<file path="config.mk">
export PLATFORM = sky130hd
export DESIGN_NAME = atc_ctrl
export DESIGN_NICKNAME = d
export VERILOG_FILES = /design/src/atc_pkg.sv /design/src/atc_adc_tick.sv /design/src/atc_ctrl.sv
export SDC_FILE = /design/constraint.sdc
export NUM_CORES = 1
export LEC_CHECK = 0
export BUFFER_PORTS_ARGS = -buffer_cell sky130_fd_sc_hd__buf_2
export CORE_ASPECT_RATIO = 0.75
export CORE_MARGIN = 5
export CORE_UTILIZATION = 44
export CTS_CLUSTER_DIAMETER = 40
export DETAILED_ROUTE_END_ITERATION = 8
export PLACE_DENSITY = 0.68
export SYNTH_ARGS = -nofsm -noshare
export SYNTH_HDL_FRONTEND = slang
export SYNTH_SLANG_ARGS = --single-unit
</file>
<file path="constraint.sdc">
create_clock -name i_core_clk -period 3 [get_ports i_core_clk]
set_clock_uncertainty 0.15 [all_clocks]
set_input_delay 0.3 -clock i_core_clk [delete_from_list [all_inputs] [get_ports i_core_clk]]
set_output_delay 0.3 -clock i_core_clk [all_outputs]
set_load 0.1 [all_outputs]
</file>
<file path="src/atc_pkg.sv">
// package for the adc trigger and sample control block
`default_nettype none
package atc_pkg;
  // register byte addresses (word aligned)
  localparam logic [3:0] ADDR_TRIG_CTRL  = 4'h0;
  localparam logic [3:0] ADDR_CONV_STAT  = 4'h4;
  localparam logic [3:0] ADDR_TRIG_SRC   = 4'h8;
  // trigger control field positions
  localparam int REFSEL_LSB     = 13;
  localparam int SUSPEND_BIT    = 12;
  localparam int UPD_IEN_BIT    = 11;
  localparam int UPD_RDY_BIT    = 10;
  localparam int SAMPLE_BIT     = 9;
  localparam int CONV_REQ_BIT   = 8;
  localparam int GLB_TRIG_BIT   = 7;
  localparam int INSEL_LSB      = 0;
  localparam int INSEL_W        = 6;
  localparam int INPUT_TRIGGER_SOURCE_W       = 5;
  // reset values
  localparam logic [2:0] REFSEL_RESET = 3'h0;
  localparam logic [5:0] INSEL_RESET  = 6'h00;
  localparam logic [4:0] INPUT_TRIGGER_SOURCE_RESET = 5'h00;
  // trigger source codes: global software trigger, and no trigger source
  localparam logic [4:0] INPUT_TRIGGER_SOURCE_GLOBAL_SW = 5'h02;
  localparam logic [4:0] INPUT_TRIGGER_SOURCE_NONE      = 5'h00;
  // reference routing
  typedef enum logic [2:0] {
    ATC_REF_AVDD_AVSS = 3'h0,
    ATC_REF_EXTH_AVSS = 3'h1,
    ATC_REF_AVDD_EXTL = 3'h2,
    ATC_REF_EXTH_EXTL = 3'h3
  } atc_ref_t;
  typedef struct packed {
    logic hi_external; // 1: ext_ref_high, 0: analog supply
    logic lo_external; // 1: ext_ref_low, 0: analog ground
  } atc_ref_route_t;
  // update-ready tracking states
  typedef enum logic [1:0] {
    ATC_RUN   = 2'b00,
    ATC_DRAIN = 2'b01,
    ATC_READY = 2'b11
  } atc_upd_state_t;
endpackage
`default_nettype wire

</file>
<file path="src/atc_adc_tick.sv">
// adc clock tick generator dividing the core clock
`default_nettype none
module atc_adc_tick #(
  parameter int DIV = 4 // core clocks per adc clock
) (
  input  wire logic i_core_clk, // core clock
  input  wire logic i_srst,     // synchronous reset
  output logic      o_tick      // one-cycle adc clock tick
);
  localparam int CW = (DIV > 1) ? $clog2(DIV) : 1;
  initial begin
    if (DIV < 1) $error("DIV must be at least 1");
  end
  logic [CW-1:0] cnt_reg;
  logic [CW-1:0] cnt_next;
  logic          tick_reg;
  logic          tick_next;
  // free running divider, tick when it wraps
  always_comb begin
    tick_next = (cnt_reg == CW'(DIV - 1));
    cnt_next  = tick_next ? '0 : cnt_reg + CW'(1);
  end
  always_ff @(posedge i_core_clk) begin
    if (i_srst) begin
      cnt_reg  <= '0;
      tick_reg <= 1'b0;
    end else begin
      cnt_reg  <= cnt_next;
      tick_reg <= tick_next;
    end
  end
  assign o_tick = tick_reg;
endmodule
`default_nettype wire

</file>
<file path="src/atc_ctrl.sv">
// adc trigger, reference select and manual sample control with avalon slave
`default_nettype none
module atc_ctrl #(
  parameter int N_INPUTS = 6, // inputs with a trigger source field
  parameter int N_CORES  = 8, // converter cores reporting busy
  parameter int ADC_DIV  = 4  // core clocks per adc clock
) (
  input  wire logic                i_core_clk,       // core clock 40 MHz
  input  wire logic                i_srst,           // sync reset, high
  input  wire logic [3:0]          i_avs_address,    // byte address
  input  wire logic                i_avs_read,       // read strobe
  input  wire logic                i_avs_write,      // write strobe
  input  wire logic [31:0]         i_avs_writedata,  // write data
  input  wire logic [3:0]          i_avs_byteenable, // byte lanes
  output logic [31:0]              o_avs_readdata,   // read data
  output logic                     o_avs_waitrequest,// wait
  input  wire logic [N_CORES-1:0]  i_core_busy,      // conversions running
  input  wire logic [N_INPUTS-1:0] i_hw_trig,        // hardware triggers
  output logic [N_INPUTS-1:0]      o_input_start,    // per input start pulse
  output logic                     o_single_start,   // single conversion start
  output logic [5:0]               o_single_input,   // input to convert
  output atc_pkg::atc_ref_route_t  o_ref_route,      // reference routing
  output logic                     o_shared_sample,  // shared s&h sample
  output logic                     o_sample_override,// ignore sample count
  output logic                     o_irq             // update-ready interrupt
);
  localparam int SRC_BITS = N_INPUTS * atc_pkg::INPUT_TRIGGER_SOURCE_W;
  initial begin
    if (N_INPUTS < 1 || N_INPUTS > 6) $error("N_INPUTS must be 1..6");
    if (N_CORES < 1) $error("N_CORES must be at least 1");
  end

  logic adc_tick;
  atc_adc_tick #(.DIV(ADC_DIV)) u_tick (
    .i_core_clk (i_core_clk),
    .i_srst     (i_srst),
    .o_tick     (adc_tick)
  );

  // control register fields
  logic [2:0]          refsel_reg, refsel_next;
  logic                susp_reg, susp_next;
  logic                uien_reg, uien_next;
  logic                manual_sample_hold_reg, manual_sample_hold_next;
  logic                rq_reg, rq_next;
  logic                gtrig_reg, gtrig_next;
  logic [5:0]          insel_reg, insel_next;
  logic [SRC_BITS-1:0] src_reg, src_next;
  // bus answer
  logic                ack_reg, ack_next;
  logic [31:0]         rdata_reg, rdata_next;
  // update-ready tracking
  atc_pkg::atc_upd_state_t upd_reg, upd_next;
  logic                irq_reg, irq_next;
  logic [N_INPUTS-1:0] start_reg, start_next;
  logic                sstart_reg, sstart_next;

  logic req;
  logic wr_ctrl, wr_src;
  logic any_busy;
  logic upd_flag;
  logic [N_INPUTS-1:0] want;
  logic any_start;
  logic [31:0] ctrl_word;
  logic [31:0] wmask;

  assign req      = (i_avs_read | i_avs_write) & ~ack_reg;
  assign wr_ctrl  = req & i_avs_write & (i_avs_address == atc_pkg::ADDR_TRIG_CTRL);
  assign wr_src   = req & i_avs_write & (i_avs_address == atc_pkg::ADDR_TRIG_SRC);
  assign any_busy = |i_core_busy;
  assign upd_flag = (upd_reg == atc_pkg::ATC_READY);
  // byte lane mask for writes
  assign wmask = {{8{i_avs_byteenable[3]}}, {8{i_avs_byteenable[2]}},
                  {8{i_avs_byteenable[1]}}, {8{i_avs_byteenable[0]}}};

  // per input trigger decode: own hardware trigger or global software trigger
  genvar g;
  generate
    for (g = 0; g < N_INPUTS; g++) begin : g_in
      logic [4:0] src;
      assign src = src_reg[g*atc_pkg::INPUT_TRIGGER_SOURCE_W +: atc_pkg::INPUT_TRIGGER_SOURCE_W];
      assign want[g] =
        (src == atc_pkg::INPUT_TRIGGER_SOURCE_GLOBAL_SW && gtrig_reg) ||
        (src != atc_pkg::INPUT_TRIGGER_SOURCE_NONE &&
         src != atc_pkg::INPUT_TRIGGER_SOURCE_GLOBAL_SW && i_hw_trig[g]);
    end
  endgenerate

  assign any_start = (|start_reg) | sstart_reg;

  // register image of the trigger control word
  always_comb begin
    ctrl_word = '0;
    ctrl_word[atc_pkg::REFSEL_LSB +: 3]   = refsel_reg;
    ctrl_word[atc_pkg::SUSPEND_BIT]       = susp_reg;
    ctrl_word[atc_pkg::UPD_IEN_BIT]       = uien_reg;
    ctrl_word[atc_pkg::UPD_RDY_BIT]       = upd_flag;
    ctrl_word[atc_pkg::SAMPLE_BIT]        = manual_sample_hold_reg;
    ctrl_word[atc_pkg::CONV_REQ_BIT]      = rq_reg;
    ctrl_word[atc_pkg::GLB_TRIG_BIT]      = gtrig_reg;
    ctrl_word[atc_pkg::INSEL_LSB +: atc_pkg::INSEL_W] = insel_reg;
  end

  // software writes and hardware self-clear of the request bit
  always_comb begin
    logic [31:0] w;
    w          = (ctrl_word & ~wmask) | (i_avs_writedata & wmask);
    refsel_next = refsel_reg;
    susp_next   = susp_reg;
    uien_next   = uien_reg;
    manual_sample_hold_next   = manual_sample_hold_reg;
    rq_next     = rq_reg;
    gtrig_next  = gtrig_reg;
    insel_next  = insel_reg;
    src_next    = src_reg;
    // request clears on the adc clock after it was set
    if (rq_reg && adc_tick) begin
      rq_next = 1'b0;
    end
    if (wr_ctrl) begin
      refsel_next = w[atc_pkg::REFSEL_LSB +: 3];
      susp_next   = w[atc_pkg::SUSPEND_BIT];
      uien_next   = w[atc_pkg::UPD_IEN_BIT];
      manual_sample_hold_next   = w[atc_pkg::SAMPLE_BIT];
      gtrig_next  = w[atc_pkg::GLB_TRIG_BIT];
      insel_next  = w[atc_pkg::INSEL_LSB +: atc_pkg::INSEL_W];
      // a fresh write of one wins over the self-clear
      if (w[atc_pkg::CONV_REQ_BIT]) begin
        rq_next = 1'b1;
      end
    end
    if (wr_src) begin
      src_next = (src_reg & ~wmask[SRC_BITS-1:0]) |
                 (i_avs_writedata[SRC_BITS-1:0] & wmask[SRC_BITS-1:0]);
    end
  end

  // start pulses: one per adc clock while the trigger is present and suspend is clear
  always_comb begin
    start_next  = '0;
    sstart_next = 1'b0;
    if (adc_tick && !susp_reg) begin
      start_next  = want;
      sstart_next = rq_reg;
    end
  end

  // update-ready tracking; suspend does not stop running conversions
  always_comb begin
    upd_next = upd_reg;
    unique case (upd_reg)
      atc_pkg::ATC_RUN: begin
        if (susp_reg) upd_next = atc_pkg::ATC_DRAIN;
      end
      atc_pkg::ATC_DRAIN: begin
        if (!susp_reg) upd_next = atc_pkg::ATC_RUN;
        else if (!any_busy && !any_start)
          upd_next = atc_pkg::ATC_READY;
      end
      atc_pkg::ATC_READY: begin
        if (!susp_reg || any_busy || any_start)
          upd_next = atc_pkg::ATC_RUN;
      end
      default: upd_next = atc_pkg::ATC_RUN;
    endcase
    // interrupt level follows the flag's rising edge until it falls
    irq_next = irq_reg;
    if (upd_next != atc_pkg::ATC_READY) begin
      irq_next = 1'b0;
    end else if (!upd_flag) begin
      irq_next = uien_reg;
    end
    if (!uien_reg) irq_next = 1'b0;
  end

  // avalon answer: one wait cycle, then ack with registered data
  always_comb begin
    ack_next   = req;
    rdata_next = rdata_reg;
    if (req && i_avs_read) begin
      unique case (i_avs_address)
        atc_pkg::ADDR_TRIG_CTRL: rdata_next = ctrl_word;
        atc_pkg::ADDR_CONV_STAT: rdata_next = 32'(i_core_busy);
        atc_pkg::ADDR_TRIG_SRC:  rdata_next = 32'(src_reg);
        default:                 rdata_next = 32'h0000_0000;
      endcase
    end
  end

  always_ff @(posedge i_core_clk) begin
    if (i_srst) begin
      refsel_reg <= atc_pkg::REFSEL_RESET;
      susp_reg   <= 1'b0;
      uien_reg   <= 1'b0;
      manual_sample_hold_reg   <= 1'b0;
      rq_reg     <= 1'b0;
      gtrig_reg  <= 1'b0;
      insel_reg  <= atc_pkg::INSEL_RESET;
      src_reg    <= '0;
      ack_reg    <= 1'b0;
      rdata_reg  <= '0;
      upd_reg    <= atc_pkg::ATC_RUN;
      irq_reg    <= 1'b0;
      start_reg  <= '0;
      sstart_reg <= 1'b0;
    end else begin
      refsel_reg <= refsel_next;
      susp_reg   <= susp_next;
      uien_reg   <= uien_next;
      manual_sample_hold_reg   <= manual_sample_hold_next;
      rq_reg     <= rq_next;
      gtrig_reg  <= gtrig_next;
      insel_reg  <= insel_next;
      src_reg    <= src_next;
      ack_reg    <= ack_next;
      rdata_reg  <= rdata_next;
      upd_reg    <= upd_next;
      irq_reg    <= irq_next;
      start_reg  <= start_next;
      sstart_reg <= sstart_next;
    end
  end

  // reference routing; reserved codes fall back to supply and ground
  always_comb begin
    o_ref_route = '0;
    unique case (refsel_reg)
      atc_pkg::ATC_REF_EXTH_EXTL: o_ref_route = 2'b11;
      atc_pkg::ATC_REF_AVDD_EXTL: o_ref_route = 2'b01;
      atc_pkg::ATC_REF_EXTH_AVSS: o_ref_route = 2'b10;
      default:                    o_ref_route = 2'b00;
    endcase
  end

  // manual sample drives the shared converter's sample and hold and the sample override
  assign o_shared_sample   = manual_sample_hold_reg;
  assign o_sample_override = manual_sample_hold_reg;
  assign o_input_start     = start_reg;
  assign o_single_start    = sstart_reg;
  assign o_single_input    = insel_reg;
  assign o_irq             = irq_reg;
  assign o_avs_readdata    = rdata_reg;
  assign o_avs_waitrequest = (i_avs_read | i_avs_write) & ~ack_reg;
endmodule
`default_nettype wire

</file>
* Word-level counts from Yosys, hierarchy flattened
Cells that the tools add are included.
** Word-level totals
- Memories :: 0
- Flip-flop bits (word level) :: 90
- Input bits :: 58
- Memory bits (read-only) :: 0
- Memory bits (writable) :: 0
- Bits in latches :: 0
- Output and inout port bits :: 51
- Logic and storage cells :: 111
** Operators by class
- Multiplexer cells :: 10
- $mul :: 0
- Magnitude comparators :: 0
- Div/mod/pow operators :: 0
- Eq/ne operators :: 21
- Reduce and logical (&&, ||, !) cells :: 46
- Bitwise logic cells :: 17
- $add $sub $neg :: 1
- Shifts and indexed selects :: 0
** Operators with widths (number)
- $pmux W30 S3 :: 1
- $and A30 B30 Y30 :: 2
- $and A16 B16 Y16 :: 2
- $eq A5 B2 Y1 const B :: 6
- $ne A5 B2 Y1 const B :: 6
- $not A30 Y30 :: 1
- $or A30 B30 Y30 :: 1
- $reduce_bool A5 Y1 :: 6
- $logic_and A1 B1 Y1 :: 22
- $not A16 Y16 :: 1
- $or A16 B16 Y16 :: 1
- $pmux W2 S3 :: 2
- $logic_or A1 B1 Y1 :: 8
- $mux W2 :: 4
- $reduce_or A8 Y1 :: 1
- $eq A3 B2 Y1 const B :: 2
- $reduce_or A6 Y1 :: 1
- $and A1 B1 Y1 :: 4
- $eq A2 B2 Y1 const B :: 2
- $eq A4 B3 Y1 const B :: 1
- $eq A4 B4 Y1 const B :: 1
- $logic_not A4 Y1 :: 1
- $reduce_or A2 Y1 :: 2
- $eq A3 B1 Y1 const B :: 1
- other kinds (9) :: 16

* Logic depth before layout (Yosys ltp)
- Depth in word-level cells :: 9
- Depth in mapped cells :: 5
- Depth with buffers taken out :: 3

* Modules after synthesis
A second synthesis with hierarchy kept.
** Second synthesis, totals
- Cell total of the unflattened synthesis :: 418
- Area total of the unflattened synthesis :: 3772.4 um^2
** Modules (own cells, without submodules)
- atc_ctrl :: times used 1, sequential area each 1701.6 um^2, area an instance 3668.5 um^2, cells each 411
- atc_adc_tick :: times used 1, sequential area each 60.1 um^2, area an instance 103.8 um^2, cells each 7

* Least setup slack after synthesis
Ideal clock, no wire load.
- Path kind :: register -> output
- Start point :: register with a tool-made name
- End point :: output port o_ref_route[0] (netlist bit)
- Path slack :: 0.879 ns
- Cell stages (with the launch flop) :: 2
- Arrival :: 1.671 ns
- Required time :: 2.550 ns
- Path buffers :: 0
- Cell sequence :: dfxtp_1 nor2b_1
** RTL lines
- to (decl) :: RTL line atc_ctrl.sv:22 : output atc_pkg::atc_ref_route_t o_ref_route,

* Worst setup path in the final report
- Start point :: register ack_reg
- End point :: register rdata_reg[2], in the netlist o_avs_readdata[2]
** On the way
- Cells in the longest elaborated chain, start to end :: 3
** Ends and longest elaborated chain
- from (decl) :: RTL line atc_ctrl.sv:50 : logic ack_reg, ack_next;
- from (signal assigned) :: RTL line atc_ctrl.sv:215 : ack_reg <= ack_next;
- $not A1 Y1 :: RTL line atc_ctrl.sv:67 : assign req = (i_avs_read | i_avs_write) & ~ack_reg;
- $and A1 B1 Y1 :: RTL line atc_ctrl.sv:67
- $logic_and A1 B1 Y1 :: RTL line atc_ctrl.sv:180 : if (req && i_avs_read) begin
- to (signal assigned) :: RTL line atc_ctrl.sv:216 : rdata_reg <= rdata_next;
- to (decl) :: RTL line atc_ctrl.sv:51 : logic [31:0] rdata_reg, rdata_next;
Every way passes these cells.
A chain may end at the register's enable or synchronous reset.

==> Flow_metrics.wiki <==
{| class="wikitable"
! Metric !! Value
|-
| Setup repair after global routing missed its margin || false
|-
| Final Critical Period || 1850 ps
|-
| Fraction of layout instances using a drive strength above 1 || a little over a quarter
|-
| Routed length per placed instance || approximately 17 um
|-
| DRC || 0
|-
| Clk sink count || 88
|-
| I/O pin cnt || roughly 110
|-
| Clock Tree Buf Depth || 2
|-
| Antenna fix cells || 0
|-
| Max_cap viols || 0
|-
| Final std cells w/o fill || around 600
|-
| Worst vdd rail ir drop || 0.306 mV
|-
| Number of enable flip-flop cells after synthesis || 0
|-
| Relative slew margins || 42.0%
|-
| Critical path endpoint category || flop
|-
| Total leakage power || 0.00177 uW
|-
| RePlAce Congestion || 0.857
|-
| Core region area || roughly 8400 um2
|-
| Routed via count divided by cell count || 5.50
|-
| Number of cells after detailed placement || 601
|-
| Overall power consumption || 2480 uW
|-
| Number of antenna-violating nets in the routed design || 0
|-
| Post-synthesis cell type count || 39
|-
| Most area-hungry cell type in the Yosys netlist || sky130_fd_sc_hd__dfxtp_1
|-
| Port bufs || 104
|-
| Most frequent cell after synthesis || sky130_fd_sc_hd__dfxtp_1
|-
| Aggregate global-route resource usage || 19.8%
|-
| Clock network latency to the later pin of the worst-skew pair || 330 ps
|-
| Full die area || 10500 um2
|-
| Maximum fanout count along the critical path || 14
|-
| Via count || approximately 3400
|-
| Total of hold buffers inserted after clock tree synthesis || 0
|-
| Peak Freq || 541 MHz
|-
| Maximum number of pins on one net before global-route repair || 40
|-
| Clock tree from TritonCTS || done
|-
| Gr ovfl total || 0
|-
| Result of the run || finished clean
|-
| Path category of the worst min-delay check || input pin to flop
|-
| Resized cells post-CTS || 0
|-
| Deepest level of the CTS H-tree || 3
|-
| Number of buffers created by CTS || 9
|-
| Wire length of the first global-routing pass || 16700 um
|-
| First-pass DRT Iterations || 7
|-
| Number of warnings issued by yosys || 0
|-
| Transition time at the pin with the least slew margin || 869 ps
|-
| Number of register bits inferred by synthesis || 88
|-
| Slowest cell on crit path || sky130_fd_sc_hd__nor2b_2
|-
| Final total negative setup slack || 0 ps
|-
| Commonest cells in the synthesized netlist || sky130_fd_sc_hd__dfxtp_1, sky130_fd_sc_hd__nand2b_1, sky130_fd_sc_hd__nand3_1
|-
| Die extent in y || about 90 um
|-
| Biggest area contributors in the synthesized netlist || sky130_fd_sc_hd__dfxtp_1, sky130_fd_sc_hd__nand2b_1, sky130_fd_sc_hd__nand3_1
|-
| Crit path largest cell delay || 540 ps
|-
| WP data required || 3100 ps
|-
| Fraction of the yosys area taken by sequential cells || 46.9%
|-
| Tcrit/Tclk final || 61.6%
|-
| Pins over their slew limit || 0
|-
| Root buffer selected by CTS || sky130_fd_sc_hd__clkbuf_16
|-
| Area of combinational cells with multiple inputs || 1840 um2
|-
| Die width || 117 um
|-
| Storage cell area || 1760 um2
|-
| Number of design-rule violations left by the first detailed-router iteration || 260
|-
| Effective utilization at floorplan || 44.8%
|-
| Routed wire length || approximately 10000 um
|-
| Reg clk slew, reported paths || 60 ps
|-
| Net count of the finished layout || 563
|-
| Kind of critical path || flop to flop
|-
| FP Rows || 29
|-
| Netlist area before placement || approximately 3800 um2
|-
| Primary flip-flop cell chosen by synthesis mapping || sky130_fd_sc_hd__dfxtp_1
|-
| Fin. Hold Viols || 0
|-
| Postcts setup bufs || 0
|-
| Startpoint kind of the worst setup timing path || flop
|-
| Number of fill cells || between 700 and 800
|-
| Number of global-route vias before repair || 3221
|-
| Yosys top cell area share || between 40% and 50%
|-
| Cell Chain, Critical Path || nor2b_2 -> nand4b_1 -> o2bb2ai_1
|-
| Power per Cell Area || roughly 540 nW/um2
|-
| DP Wirelength || 7590 um
|-
| Syn Inst Count || between 400 and 500
|-
| Synth Area per Inst || between 9 and 10 um2
|-
| Share of flip-flops with an asynchronous set or reset after synthesis || 0%
|-
| Initial antenna violation count || 0
|-
| Synth-to-layout area growth || 22.5%
|-
| Final setup viols || 0
|-
| Data arrival time at the worst-slack endpoint || slightly below 2000 ps
|}
-- through the flow --
stage	util [%]	cell area [um2]	worst slack (ps)	hold slack (ps)
floorplan	-	3760	879	257
global placement	51.4	4310	975	265
detailed placement	51.4	4310	924	272
CTS	54.9	4600	1160	61.8
global route	54.9	4600	1010	79.9
finish	54.9	4600	1150	66.1
-- area by class of cell --
class	count	area share [%]
Tap cell	108	2.94
Inverter	1	0.0816
Timing Repair Buffer	110	12.3
Sequential cell	88	38.3
Clock inverter	5	1.25
Multi-Input combinational cell	294	40.1
Clock buffer	11	5.06
-- routing by layer --
layer / vias to the layer above / wire length [um] / GRT usage, %
met2: 129 / 4560 / 28.6
met1: 1585 / 4860 / 29.5
met3: 15 / 741 / 4.56
met5: - / 0 / 0
met4: 0 / 186 / 5.54
li1: 1662 / - / -
-- worst max-delay path, delay by kind of cell (launching register included) --
family / cells / cell delay, ps
AOI/OAI and AO/OA: 1 / 260
DFF: 1 / 370
and+or+nand+nor: 2 / 990
-- path summary, 6_finish.rpt --
path | from | end | slack, ps | cells after the start
setup / recovery | ack_reg | o_avs_readdata[2] | 1150 | 3
hold / removal | i_avs_writedata[19] | flop | 70 | 3
setup reg to reg | ack_reg | o_avs_readdata[2] | 1150 | 3
hold reg to reg | u_tick.cnt_reg[0] | u_tick.cnt_reg[0] | 280 | 1
-- where the power goes --
| group | internal, uW | switching, uW |
|---|---|---|
| Sequential | 1180 | 7.55 |
| Combinational | 67.4 | 132 |
| Clock | 644 | 449 |
-- cells by family (layout without fill, tap and decap cells) --
kind of cell	count (synthesis)	after routing	synth area share, %
other	1	2	0.0999
buffers and inverters	36	127	4.37
and+or+nand+nor	172	172	26.3
adders and majority gates	1	1	0.333
DFF	88	88	46.9
AOI/OAI and AO/OA	90	90	14.1
muxes	29	29	7.96
-- cells in the final DEF (no fill, tap or decap), drive strengths merged, types with 7 or more instances in the layout --
master,n
nand3,50
a21oi,49
mux2,7
nor4,9
buf,110
clkbuf,11
mux2i,22
a222oi,7
o2bb2ai,8
dfxtp,88
nor2b,7
o21ai,22
nand2b,52
nand2,25
Power figures use the tool's default switching activity.
